===== src/rtl/sei_pkg.sv =====
// sei_pkg: constants, enums and carrier types of the two-wire memory slave
// assumes a 125 MHz system clock; the bus lines arrive asynchronously
package sei_pkg;

  // system clock
  localparam int CLK_PERIOD_NS = 8;

  // input noise suppression, standard and fast bus speed
  localparam int GLITCH_STD_NS = 100;
  localparam int GLITCH_FAST_NS = 50;
  localparam logic [3:0] GLITCH_STD_CYC =
    4'((GLITCH_STD_NS + CLK_PERIOD_NS - 1) / CLK_PERIOD_NS);
  localparam logic [3:0] GLITCH_FAST_CYC =
    4'((GLITCH_FAST_NS + CLK_PERIOD_NS - 1) / CLK_PERIOD_NS);

  // internal program time, standard and low-voltage supply
  localparam int PROG_STD_MS = 10;
  localparam int PROG_LV_MS = 15;
  localparam int PROG_STD_CYC = (PROG_STD_MS * 1000000) / CLK_PERIOD_NS;
  localparam int PROG_LV_CYC = (PROG_LV_MS * 1000000) / CLK_PERIOD_NS;
  localparam int PROG_CNT_W = 21;

  // framing and array layout
  localparam logic [3:0] BITS_PER_BYTE = 4'h8;
  localparam int MEM_DEPTH = 256;
  localparam int PAGE_BYTES = 16;
  localparam int PAGE_LSB_W = 4;
  localparam logic RW_READ = 1'b1;
  localparam logic [7:0] MEM_RESET = 8'hFF;

  typedef enum logic [2:0] {S_IDLE, S_RX, S_ACK, S_TX, S_TXACK, S_WAIT} sei_state_e;
  typedef enum logic [1:0] {PH_ADDR, PH_WADDR, PH_DATA} sei_phase_e;

  // filtered bus line levels
  typedef struct packed {
    logic scl;
    logic sda;
  } sei_bus_s;

endpackage


===== src/rtl/sei_line_filter.sv =====
// sei_line_filter: two-stage synchroniser followed by a stability filter
// assumes line_in is asynchronous and thresh_in is a quasi-static level
`timescale 1ns/1ps
`default_nettype none
module sei_line_filter
  import sei_pkg::*;
(
  // clock and reset
  input  wire logic       clock_in,
  input  wire logic       nrst_in,
  // line
  input  wire logic       line_in,
  input  wire logic [3:0] thresh_in,
  output logic            line_out
);

  typedef struct packed {
    logic       s1;
    logic       s2;
    logic       filt;
    logic [3:0] cnt;
  } sei_filt_s;

  sei_filt_s r_reg;
  sei_filt_s r_next;

  // new level must hold thresh_in cycles; shorter pulses vanish
  always_comb begin
    r_next = r_reg;
    r_next.s1 = line_in;
    r_next.s2 = r_reg.s1;
    if (r_reg.s2 == r_reg.filt) begin
      r_next.cnt = 4'h0;
    end else if (r_reg.cnt == thresh_in - 4'h1) begin
      r_next.filt = r_reg.s2; // RULE3
      r_next.cnt = 4'h0;
    end else begin
      r_next.cnt = r_reg.cnt + 4'h1;
    end
  end

  always_ff @(posedge clock_in or negedge nrst_in) begin
    if (!nrst_in) begin
      r_reg <= '{s1: 1'b1, s2: 1'b1, filt: 1'b1, cnt: 4'h0};
    end else begin
      r_reg <= r_next;
    end
  end

  assign line_out = r_reg.filt;

  chk_glitch_reject: assert property (@(posedge clock_in) disable iff (!nrst_in) // RULE3
    (r_reg.filt != $past(r_reg.filt)) |-> ($past(r_reg.cnt) == $past(thresh_in) - 4'h1))
    else $error("filtered line changed before the pulse was long enough");

endmodule
`default_nettype wire


===== src/rtl/sei_prog_timer.sv =====
// sei_prog_timer: self-timed program cycle, busy while it runs
// assumes start_in is a one-cycle pulse from the slave logic
`timescale 1ns/1ps
`default_nettype none
module sei_prog_timer
  import sei_pkg::*;
#(
  parameter int STD_CYC = PROG_STD_CYC,
  parameter int LV_CYC  = PROG_LV_CYC
)
(
  // clock and reset
  input  wire logic clock_in,
  input  wire logic nrst_in,
  // control
  input  wire logic start_in,
  input  wire logic low_vcc_in,
  output logic      busy_out
);

  typedef struct packed {
    logic [PROG_CNT_W-1:0] cnt;
    logic                 busy;
  } sei_tmr_s;

  sei_tmr_s r_reg;
  sei_tmr_s r_next;

  always_comb begin
    r_next = r_reg;
    if (start_in && !r_reg.busy) begin
      r_next.busy = 1'b1;
      r_next.cnt = low_vcc_in ? PROG_CNT_W'(LV_CYC) : PROG_CNT_W'(STD_CYC); // RULE1
    end else if (r_reg.busy) begin
      if (r_reg.cnt == PROG_CNT_W'(1)) begin
        r_next.busy = 1'b0;
        r_next.cnt = '0;
      end else begin
        r_next.cnt = r_reg.cnt - PROG_CNT_W'(1);
      end
    end
  end

  always_ff @(posedge clock_in or negedge nrst_in) begin
    if (!nrst_in) begin
      r_reg <= '0;
    end else begin
      r_reg <= r_next;
    end
  end

  assign busy_out = r_reg.busy;

  chk_cycle_bound: assert property (@(posedge clock_in) disable iff (!nrst_in) // RULE1
    r_reg.busy |-> (r_reg.cnt != '0 && r_reg.cnt <= PROG_CNT_W'(LV_CYC)))
    else $error("program cycle count outside its bound");

  chk_cycle_load: assert property (@(posedge clock_in) disable iff (!nrst_in) // RULE1
    $rose(r_reg.busy) |->
      r_reg.cnt == ($past(low_vcc_in) ? PROG_CNT_W'(LV_CYC) : PROG_CNT_W'(STD_CYC)))
    else $error("program cycle started with the wrong length");

endmodule
`default_nettype wire


===== src/rtl/sei_slave.sv =====
// sei_slave: two-wire slave of a 256-byte memory with self-timed writes
// assumes an external master drives the clock line and pull-ups on both lines
//
// Behaviour
// [RULE1] program cycle ends within 10 ms, or 15 ms on low supply
// [RULE2] during the program cycle the bus is ignored and data left released
// [RULE3] pulses under 100 ns, or 50 ns in fast mode, are rejected
// [RULE4] address starts with a 4-bit device type, compared against the code
// [RULE5] next three address bits must match the strap pins
// [RULE6] data changes only while the clock is low; else start or stop
// [RULE7] falling data with clock high is start; nothing happens before one
// [RULE8] rising data with clock high is stop; transfer ends, back to standby
// [RULE9] sender releases after eight bits; receiver pulls low on ninth clock
// [RULE10] a matching address after start is acknowledged, except while the program cycle runs
// [RULE11] once selected for write, every further byte is acknowledged
// [RULE12] read mode sends eight bits, samples acknowledge, continues on it
// [RULE13] missing acknowledge in read mode ends sending until stop
// [RULE14] data line only pulled low or released, never driven high
// [RULE15] master starts every transfer and supplies the clock
// [RULE16] a 16-byte page is written per cycle; address wraps inside page
// [RULE17] last address bit: one reads, zero writes
// [RULE18] a write names one of 256 bytes in its second byte
// [RULE19] lines filtered and synchronised; edges found from the clean copies
`timescale 1ns/1ps
`default_nettype none
module sei_slave
  import sei_pkg::*;
#(
  parameter logic [3:0] DEV_TYPE = 4'h3, // arbitrary value
  parameter int         STD_CYC  = PROG_STD_CYC,
  parameter int         LV_CYC   = PROG_LV_CYC
)
(
  // clock and reset
  input  wire logic clock_in,
  input  wire logic nrst_in,
  // bus lines
  input  wire logic scl_in,
  input  wire logic sda_in,
  output logic      sda_out,
  output logic      sda_oe_out,
  // straps and variant
  input  wire logic chip_select_strap_0_in,
  input  wire logic chip_select_strap_1_in,
  input  wire logic chip_select_strap_2_in,
  input  wire logic fast_mode_in,
  input  wire logic low_vcc_in,
  // status
  output logic      busy_out
);

  typedef struct packed {
    sei_state_e                      state;
    sei_phase_e                      phase;
    logic [3:0]                      cnt;
    logic [7:0]                      sh;
    logic [7:0]                      ptr;
    logic                            rw;
    logic                            dirty;
    logic                            wr_go;
    logic                            oe;
    logic                            drv;
    logic                            scl_p;
    logic                            sda_p;
    logic [1:0]                      m1;
    logic [1:0]                      m2;
    logic [2:0]                      a1;
    logic [2:0]                      a2;
    logic [MEM_DEPTH-1:0][7:0]       mem;
  } sei_slave_s;

  sei_slave_s r_reg;
  sei_slave_s r_next;
  sei_bus_s   ln;
  logic       busy;
  logic [3:0] thresh;
  logic       rise;
  logic       fall;
  logic       start;
  logic       stop;
  logic       addr_hit;

  // fast mode shortens the rejection window
  assign thresh = r_reg.m2[1] ? GLITCH_FAST_CYC : GLITCH_STD_CYC; // RULE3

  sei_line_filter u_scl_filt (
    .clock_in  (clock_in),
    .nrst_in   (nrst_in),
    .line_in   (scl_in),
    .thresh_in (thresh),
    .line_out  (ln.scl)
  );

  sei_line_filter u_sda_filt (
    .clock_in  (clock_in),
    .nrst_in   (nrst_in),
    .line_in   (sda_in),
    .thresh_in (thresh),
    .line_out  (ln.sda)
  );

  sei_prog_timer #(
    .STD_CYC (STD_CYC),
    .LV_CYC  (LV_CYC)
  ) u_timer (
    .clock_in   (clock_in),
    .nrst_in    (nrst_in),
    .start_in   (r_reg.wr_go),
    .low_vcc_in (r_reg.m2[0]),
    .busy_out   (busy)
  );

  // edges from the filtered copies only
  assign rise  = ln.scl && !r_reg.scl_p; // RULE19
  assign fall  = !ln.scl && r_reg.scl_p; // RULE19
  // data moving under a steady high clock is framing, never data
  assign start = ln.scl && r_reg.scl_p && !ln.sda && r_reg.sda_p; // RULE6 RULE7
  assign stop  = ln.scl && r_reg.scl_p && ln.sda && !r_reg.sda_p; // RULE6 RULE8

  // type code, then strap pins, then direction bit
  assign addr_hit = (r_reg.sh[7:4] == DEV_TYPE) && (r_reg.sh[3:1] == r_reg.a2); // RULE4 RULE5

  always_comb begin
    r_next = r_reg;
    r_next.wr_go = 1'b0;
    r_next.drv = 1'b0; // RULE14
    r_next.m1 = {fast_mode_in, low_vcc_in};
    r_next.m2 = r_reg.m1;
    r_next.a1 = {chip_select_strap_2_in, chip_select_strap_1_in, chip_select_strap_0_in};
    r_next.a2 = r_reg.a1;
    r_next.scl_p = ln.scl;
    r_next.sda_p = ln.sda;
    if (stop) begin
      r_next.state = S_IDLE; // RULE8
      r_next.oe = 1'b0;
      r_next.wr_go = r_reg.dirty; // RULE1
      r_next.dirty = 1'b0;
    end else if (start) begin
      // bus is deaf while the program cycle runs
      r_next.oe = 1'b0;
      r_next.cnt = 4'h0;
      r_next.phase = PH_ADDR;
      r_next.state = busy ? S_IDLE : S_RX; // RULE2 RULE7
    end else begin
      case (r_reg.state)
        S_RX: begin
          if (rise && r_reg.cnt < BITS_PER_BYTE) begin
            r_next.sh = {r_reg.sh[6:0], ln.sda};
            r_next.cnt = r_reg.cnt + 4'h1;
          end else if (fall && r_reg.cnt == BITS_PER_BYTE) begin
            case (r_reg.phase)
              PH_ADDR: begin
                if (addr_hit) begin
                  r_next.oe = 1'b1; // RULE9 RULE10
                  r_next.rw = r_reg.sh[0]; // RULE17
                  r_next.state = S_ACK;
                end else begin
                  r_next.state = S_IDLE;
                end
              end
              PH_WADDR: begin
                r_next.ptr = r_reg.sh; // RULE18
                r_next.oe = 1'b1; // RULE11
                r_next.state = S_ACK;
              end
              default: begin
                r_next.mem[r_reg.ptr] = r_reg.sh;
                // roll over inside the current page
                r_next.ptr = {r_reg.ptr[7:PAGE_LSB_W],
                              r_reg.ptr[PAGE_LSB_W-1:0] + 4'h1}; // RULE16
                r_next.dirty = 1'b1;
                r_next.oe = 1'b1; // RULE11
                r_next.state = S_ACK;
              end
            endcase
          end
        end
        S_ACK: begin
          if (fall) begin
            r_next.oe = 1'b0; // RULE9
            r_next.cnt = 4'h0;
            if (r_reg.phase == PH_ADDR && r_reg.rw == RW_READ) begin
              r_next.sh = r_reg.mem[r_reg.ptr];
              r_next.oe = ~r_reg.mem[r_reg.ptr][7]; // RULE12 RULE14
              r_next.ptr = r_reg.ptr + 8'h01;
              r_next.state = S_TX;
            end else begin
              r_next.phase = (r_reg.phase == PH_ADDR) ? PH_WADDR : PH_DATA;
              r_next.state = S_RX;
            end
          end
        end
        S_TX: begin
          if (rise && r_reg.cnt < BITS_PER_BYTE) begin
            r_next.cnt = r_reg.cnt + 4'h1;
          end else if (fall && r_reg.cnt == BITS_PER_BYTE) begin
            r_next.oe = 1'b0; // RULE12
            r_next.state = S_TXACK;
          end else if (fall) begin
            r_next.sh = {r_reg.sh[6:0], 1'b0};
            r_next.oe = ~r_reg.sh[6]; // RULE14
          end
        end
        S_TXACK: begin
          if (rise && ln.sda) begin
            r_next.state = S_WAIT; // RULE13
          end else if (fall) begin
            r_next.sh = r_reg.mem[r_reg.ptr];
            r_next.oe = ~r_reg.mem[r_reg.ptr][7]; // RULE12
            r_next.ptr = r_reg.ptr + 8'h01;
            r_next.cnt = 4'h0;
            r_next.state = S_TX;
          end
        end
        S_WAIT: begin
          r_next.oe = 1'b0; // RULE13
        end
        default: begin
          r_next.oe = 1'b0;
        end
      endcase
    end
  end

  // array kept in flops; cleared to erased state only at power-up reset
  always_ff @(posedge clock_in or negedge nrst_in) begin
    if (!nrst_in) begin
      r_reg.state <= S_IDLE;
      r_reg.phase <= PH_ADDR;
      r_reg.cnt   <= 4'h0;
      r_reg.sh    <= 8'h00;
      r_reg.ptr   <= 8'h00;
      r_reg.rw    <= 1'b0;
      r_reg.dirty <= 1'b0;
      r_reg.wr_go <= 1'b0;
      r_reg.oe    <= 1'b0;
      r_reg.drv   <= 1'b0;
      r_reg.scl_p <= 1'b1;
      r_reg.sda_p <= 1'b1;
      r_reg.m1    <= 2'h0;
      r_reg.m2    <= 2'h0;
      r_reg.a1    <= 3'h0;
      r_reg.a2    <= 3'h0;
      r_reg.mem   <= {MEM_DEPTH{MEM_RESET}};
    end else begin
      r_reg <= r_next;
    end
  end

  assign sda_out    = r_reg.drv;
  assign sda_oe_out = r_reg.oe;
  assign busy_out   = busy;

  chk_busy_released: assert property (@(posedge clock_in) disable iff (!nrst_in) // RULE2
    busy |-> (!sda_oe_out && r_reg.state == S_IDLE))
    else $error("bus touched during the program cycle");

  chk_drive_low: assert property (@(posedge clock_in) disable iff (!nrst_in) // RULE14
    sda_oe_out |-> !sda_out)
    else $error("data line driven high");

  chk_start_enter: assert property (@(posedge clock_in) disable iff (!nrst_in) // RULE7
    (start && !busy) |=> (r_reg.state == S_RX && r_reg.phase == PH_ADDR && r_reg.cnt == 4'h0))
    else $error("start not taken");

  chk_stop_idle: assert property (@(posedge clock_in) disable iff (!nrst_in) // RULE8
    stop |=> (r_reg.state == S_IDLE && !sda_oe_out))
    else $error("stop did not return to standby");

  chk_addr_reject: assert property (@(posedge clock_in) disable iff (!nrst_in) // RULE5
    (!start && !stop && fall && r_reg.state == S_RX && r_reg.phase == PH_ADDR
     && r_reg.cnt == BITS_PER_BYTE && !addr_hit) |=> (r_reg.state == S_IDLE && !sda_oe_out))
    else $error("foreign address acknowledged");

  chk_write_ack: assert property (@(posedge clock_in) disable iff (!nrst_in) // RULE11
    (!start && !stop && fall && r_reg.state == S_RX && r_reg.phase != PH_ADDR
     && r_reg.cnt == BITS_PER_BYTE) |=> (sda_oe_out && r_reg.state == S_ACK))
    else $error("write byte not acknowledged");

  chk_nack_wait: assert property (@(posedge clock_in) disable iff (!nrst_in) // RULE13
    (!start && !stop && rise && ln.sda && r_reg.state == S_TXACK)
      |=> (r_reg.state == S_WAIT) ##1 !sda_oe_out)
    else $error("read continued without acknowledge");

  chk_page_wrap: assert property (@(posedge clock_in) disable iff (!nrst_in) // RULE16
    (r_reg.dirty && $changed(r_reg.ptr) && r_reg.state == S_ACK && r_reg.phase == PH_DATA)
      |-> (r_reg.ptr[7:PAGE_LSB_W] == $past(r_reg.ptr[7:PAGE_LSB_W])))
    else $error("page write left its page");

  chk_stop_program: assert property (@(posedge clock_in) disable iff (!nrst_in) // RULE1
    (stop && r_reg.dirty && !busy) |=> ##1 busy)
    else $error("program cycle not started after stop");

endmodule
`default_nettype wire


===== config.mk =====
export PLATFORM = sky130hd
export DESIGN_NAME = sei_slave
export DESIGN_NICKNAME = d
export VERILOG_FILES = /design/src/rtl/sei_pkg.sv /design/src/rtl/sei_line_filter.sv /design/src/rtl/sei_prog_timer.sv /design/src/rtl/sei_slave.sv
export SDC_FILE = /design/constraint.sdc
export NUM_CORES = 2
export LEC_CHECK = 0
export BUFFER_PORTS_ARGS = -buffer_cell sky130_fd_sc_hd__buf_2
export CORE_MARGIN = 1
export CORE_UTILIZATION = 30
export DETAILED_ROUTE_END_ITERATION = 10
export GPL_ROUTABILITY_DRIVEN = 1
export GPL_TIMING_DRIVEN = 0
export SETUP_SLACK_MARGIN = 0.05
export SLEW_MARGIN = 20
export SYNTH_ARGS = -nofsm -noshare
export SYNTH_HDL_FRONTEND = slang
export SYNTH_SLANG_ARGS = --single-unit
export TNS_END_PERCENT = 20

===== constraint.sdc =====
create_clock -name clock_in -period 7.3 [get_ports clock_in]
set_input_delay 0.365 -clock clock_in [delete_from_list [all_inputs] [get_ports clock_in]]
set_output_delay 0.365 -clock clock_in [all_outputs]
set_load 0.02 [all_outputs]

## After elaboration in Yosys (flattened, before gate mapping)

Index checks and enable logic that the tools add are counted.

| word-level totals | value |
|---|---|
| register bits after elaboration | 2125 |
| logic and storage cells | 452 |
| input bits | 9 |

| operators by class | value |
|---|---|
| eq/ne operators | 44 |
| reductions and logical operators | 42 |
| bitwise gates (word level) | 8 |
| mux-type cells | 66 |
| order comparisons | 3 |
| add/sub/neg operators | 7 |

Operator list:

| kind | number |
|---|---|
| 2048-bit bitwise mux | 1 |
| 8-bit binary-select mux with 8-bit select | 1 |
| 8-bit demux with 8-bit select | 1 |
| 20-bit two-way mux | 3 |
| 12-bit one-hot mux with 4 select lines | 1 |
| 22-bit two-way mux | 2 |
| 8-bit two-way mux | 5 |
| 4-bit inequality test (second input constant) | 7 |
| 2-bit inequality test (second input constant) | 13 |
| 25-bit two-way mux | 1 |
| 3-bit two-way mux | 8 |
| 4-bit two-way mux | 6 |
| 8-bit one-hot mux with 3 select lines | 1 |
| 1-bit two-way mux | 22 |
| 11-bit AND reduction | 2 |
| 21-bit by 1-bit == test with 1-bit output (second input constant) | 1 |
| 21-bit two-way mux | 1 |
| 7-bit AND reduction | 3 |
| 21-bit by 1-bit subtractor with 21-bit output (second input constant) | 1 |
| 10-bit two-way mux | 2 |
| 4-bit by 1-bit adder with 4-bit output (second input constant) | 4 |
| 16-bit two-way mux | 1 |
| 8-bit one-hot mux with 2 select lines | 1 |
| 3-bit inequality test (second input constant) | 5 |
| other kinds (37) | 77 |

## Logic depth before layout (Yosys ltp)

| logic depth | value |
|---|---|
| depth after elaboration | 9 |
| mapped depth | 14 |

## Hierarchy

From an unflattened synthesis, not the netlist that was laid out.

| unflattened totals | value |
|---|---|
| cell total of the unflattened synthesis | 6178 |
| area total of the unflattened synthesis | 101891.5 um2 |

Modules (own cells, without submodules):

| module | area each (um2) | times used | sequential area each (um2) | cells an instance |
|---|---|---|---|---|
| sei_slave | 99860.8 | 1 | 54840.1 | 5979 |
| sei_prog_timer | 1302.5 | 1 | 550.5 | 143 |
| sei_line_filter | 364.1 | 2 | 178.9 | 28 |

## Worst setup path before layout

OpenSTA, ideal clock, no wires.

| path | value |
|---|---|
| kind | reg-to-reg |
| start point | reg r_reg[2066] in the netlist's numbering |
| end point | reg r_reg[640] in the netlist's numbering |
| buffers on the path | 7 |
| data arrival time | 2.962 ns |
| setup time | 0.082 ns |
| slack | 4.256 ns |
| cell stages (with the launch flop) | 13 |
| data required time | 7.218 ns |
| period minus slack after synthesis | 3.044 ns |
| path through | dfrtp_1 -> buf_2 -> buf_2 -> buf_2 -> buf_2 -> buf_1 -> inv_1 -> ha_1 -> and2_1 -> buf_2 -> buf_4 -> nand2_2 -> mux2_2 |

| between the ends | value |
|---|---|
| word-level cells in the longest chain between the ends | 5 |
| elaborated cells between the ends (all ways) | 6 |
| classes of those cells | order compare: 2; mux: 3; reduce/logical: 1 |

RTL lines:

| item | RTL line | RTL |
|---|---|---|
| start, declared | sei_slave.sv:72 | `sei_slave_s r_reg;` |
| start signal, assigned | sei_slave.sv:246 | `r_reg <= r_next;` |
| 8-bit by 9-bit less-than comparator with 1-bit output (not written as such) / 8-bit by 1-bit greater-or-equal comparator with 1-bit output (equally long branches) | sei_slave.sv:167 | `r_next.mem[r_reg.ptr] = r_reg.sh;` |
| 1-bit logical AND (not written as such) | sei_slave.sv:167 |  |
| 8-bit two-way mux (not written as such) | sei_slave.sv:167 |  |
| 8-bit demux with 8-bit select * | sei_slave.sv:167 |  |
| 2048-bit bitwise mux * | sei_slave.sv:167 |  |

Mark *: on every way between the ends. The rest lies on a longest branch, timed or not.
A chain may end at the register's enable or synchronous reset.

## Worst setup path after layout

| path | value |
|---|---|
| start point | reg r_reg[2066] in the netlist's numbering |
| end point | reg r_reg[2077] in the netlist's numbering |

| between the ends | value |
|---|---|
| word-level cells in the longest chain between the ends | 5 |
| elaborated cells between the ends (all ways) | 7 |
| classes of those cells | mux: 7 |

RTL lines:

| item | RTL line | RTL |
|---|---|---|
| 8-bit binary-select mux with 8-bit select * | sei_slave.sv:183, sei_slave.sv:208 |  |
| 8-bit two-way mux (not written as such) * | sei_slave.sv:183, sei_slave.sv:208 |  |
| 20-bit two-way mux / 16-bit two-way mux (equally long branches) | sei_slave.sv:207, sei_slave.sv:182 |  |
| 20-bit two-way mux / 25-bit two-way mux (equally long branches) | sei_slave.sv:205, sei_slave.sv:179 |  |
| 12-bit one-hot mux with 4 select lines * | sei_slave.sv:145 | `case (r_reg.state)` |

Mark *: on every way between the ends. The rest lies on a longest branch, timed or not. The select of a mux whose other input is x is not followed.

==> impl_metrics.ini <==
[logic_synthesis]
synth.distinct_cells = 76
synth_top_family_by_area = multiplexers
syn-cell-area_um2 = 102000
synth-simple-area-share_pct = 4.09
synth_compound_area_share_pct = 2.10
yosys_register_bits = 2125
synth_xor_area_share_pct = 0.0861
synth-edff-count = 0
yosys_warnings = 0
synth.avg_cell_area_um2 = 16.3
ys_seq_area_share_pct = 54.8
synth.area.mux_share_pct = 36.6
synth_ff_type = dfstp_2
syn_nets = 6242
synth_fa_ha_area_share_pct = 0.123
synth-async-reset-ratio_pct = 100
synthCells = 6223

[layout]
largest_register_ffs = 2083
nFillCells = 31700
layout_common_cells = dfstp_2 (2056), mux2_2 (1672), mux4_2 (601)
final_common_cell = dfstp_2
area_growth_pct = 15.4
multi_input_area_um2 = 43800
regArea_um2 = 55700
nets = 6573
fin_util_pct = 34.8
drive_above_1_share_pct = 81.9

[global_routing]
grt_overflow = 0
grt_pass1_wl_um = 559000
grt_max_degree = 155
grt_use_total_pct = 23.9
antenna_found_initial = 49
first_global_vias = 64000

[critical_path]
worstPathRequired_ns = 8.12
crit_type = reg -> reg
cp_num_buf_inv = 5
start_kind = flip-flop
crit_arrival_ns = 7.99
critical_path.endpoint_type = flip-flop
worstPathMaxFanout = 10
crit_slowest_cell = nor4_1
cp_cell_sequence = buf_2 > buf_2 > buf_2 > buf_2 > buf_2 > mux4_2 > a22oi_1 > a21oi_1 > nor4_1 > o22ai_1 > nor2_1 > o21ai_0
crit_family = buffers and inverters
crit_top_cell = buf_2
crit_path_max_incr_delay_ns = 1.12

[sta]
tightest_slew_ns = 1.35
slew_headroom_pct = 8.97
rsz0062_at_grt = no
setup_viol = 0
hold_violations = 0
finClkSkew_ns = 0.147
period_needed_ns = 7.17
finalSetupTns_ns = 0
max_freq_mhz = 139
drv_slew = 0
setup_ws_ns = 0.126
min_period_over_period_pct = 98.3

[die]
start_util_pct = 30.2
die_h_um = 584
num_rows = 213
dieArea_um2 = 341000
pin_count = 12
coreArea_um2 = 337000
die_w_um = 584

[worst_hold_path]
hold_class = in -> async

[detailed_routing]
vias = 63400
postRouteAntennaNets = 0
drcViolationCount = 0
dr.first_iter.drc_count = 7091
wire_per_inst_um = 36.5
wl_um = 412000
via_per_inst = 5.62
first_pass_iters = 5

[cts]
post_cts_resized = 0
cts_buffers = 233
ctsLongestPathBuffers = 4
cts.sinks = 2125
cts.clk_slew.worst_paths_ns = 0.07
cts_root_buf = clkbuf_16
clock_latency_ns = 0.98
cts_setup_buffers = 0
htree_num_levels = 4
cts_tree = built

[power_and_ir_drop]
power_leakage_uw = 0.0453
power_uw = 27800
peakVddDrop_v = 0.000240
power_density_nw_per_um2 = 237

[placed_design]
hpwl_um = 287000
gp_congestion = 0.967
place_ws_ns = 0.397
place.port_buffers = 10

[flow_run]
maxCapViolCount = 0

[status]
outcome = finished clean
## worst register-to-register path, stage by stage, from the launching register on
cell     delay (ns)
dfrtp_1        0.43
buf_2          0.45
buf_2          0.74
buf_2          0.73
buf_2          1.00
buf_2          0.88
mux4_2         0.44
a22oi_1        0.51
a21oi_1        0.27
nor4_1         1.13
o22ai_1        0.21
nor2_1         0.19
o21ai_0        0.11
## cell families (layout without fill, tap and decap cells)
kind of cell             Yosys count  after routing
other                              1             27
AND/OR/NAND/NOR                  632            632
XOR/XNOR                          10             10
flip-flops                      2125           2125
AO/OA/AOI/OAI                    340            340
adder cells (fa/ha/maj)           10             10
buffers and inverters            496           1009
multiplexers                    2609           2609
## final timing paths
kind | from | slack (ns) | depth (start not counted) | end
worst max-delay path | r_reg[2066] | 0.13 | 12 | r_reg[2077]
worst min-delay path | nrst_in | 0.03 | 2 | u_timer.r_reg[5]
worst max register to register | r_reg[2066] | 0.13 | 12 | r_reg[2077]
worst min register to register | u_scl_filt.line_out | 0.32 | 0 | r_reg[2059]
max in group asynchronous | nrst_in | 3.82 | 7 | r_reg[695]
min in group clock_in | low_vcc_in | 0.10 | 2 | r_next[2054]
## final cells by class
class,instances,area share (%)
sequential,2125,47.5
multi-input combinational,3602,37.3
clock buffer,342,5.86
tap,4515,4.81
buffer,475,1.97
timing repair buffer,96,1.77
clock inverter,75,0.689
inverter,21,0.0671
antenna,26,0.0554
## cells in the mapped netlist, drive strengths merged, types with 21 or more instances
master / count / area share [%]
dfstp: 2056 / 53
mux2: 1992 / 23
mux4: 601 / 13
clkbuf: 325 / 1.2
nand2: 294 / 1.8
nor2: 191 / 1.3
buf: 150 / 0.95
o21ai: 108 / 0.53
a22oi: 94 / 0.69
a21oi: 70 / 0.34
dfrtp: 69 / 1.7
nor3: 29 / 0.15
nand3: 24 / 0.13
inv: 21 / 0.077
## timing repair
action | CTS | global route
setup endpoints to repair | 0 | 0
hold buffers | 8 | 0
hold endpoints to repair | 124 | 0
## metal layers
layer	share of wire, %	vias to the layer above	GRT usage, %
li1	-	24000	-
met1	38	34800	29.9
met2	43	3553	34.4
met3	11	1065	8.52
met4	7.9	26	16.1
met5	0.044	-	0
## stage by stage
stage               instances  hold slack, ns  instance area (um^2)
global placement        10700           0.337                107000
global route            11300          0.0807                117000
finish                  11300          0.0320                117000
CTS                     11300          0.0431                117000
detailed placement      10800           0.336                110000
floorplan                6223          0.0694                102000
## report_power, final
group | total (uW) | switching (uW) | leakage (uW) | internal, uW
logic | 3790 | 3150 | 0.0193 | 637
clock network | 12100 | 5140 | 0.00381 | 6930
registers | 11900 | 46.1 | 0.0221 | 11900
No activity file was read; power rests on OpenSTA's default activity.
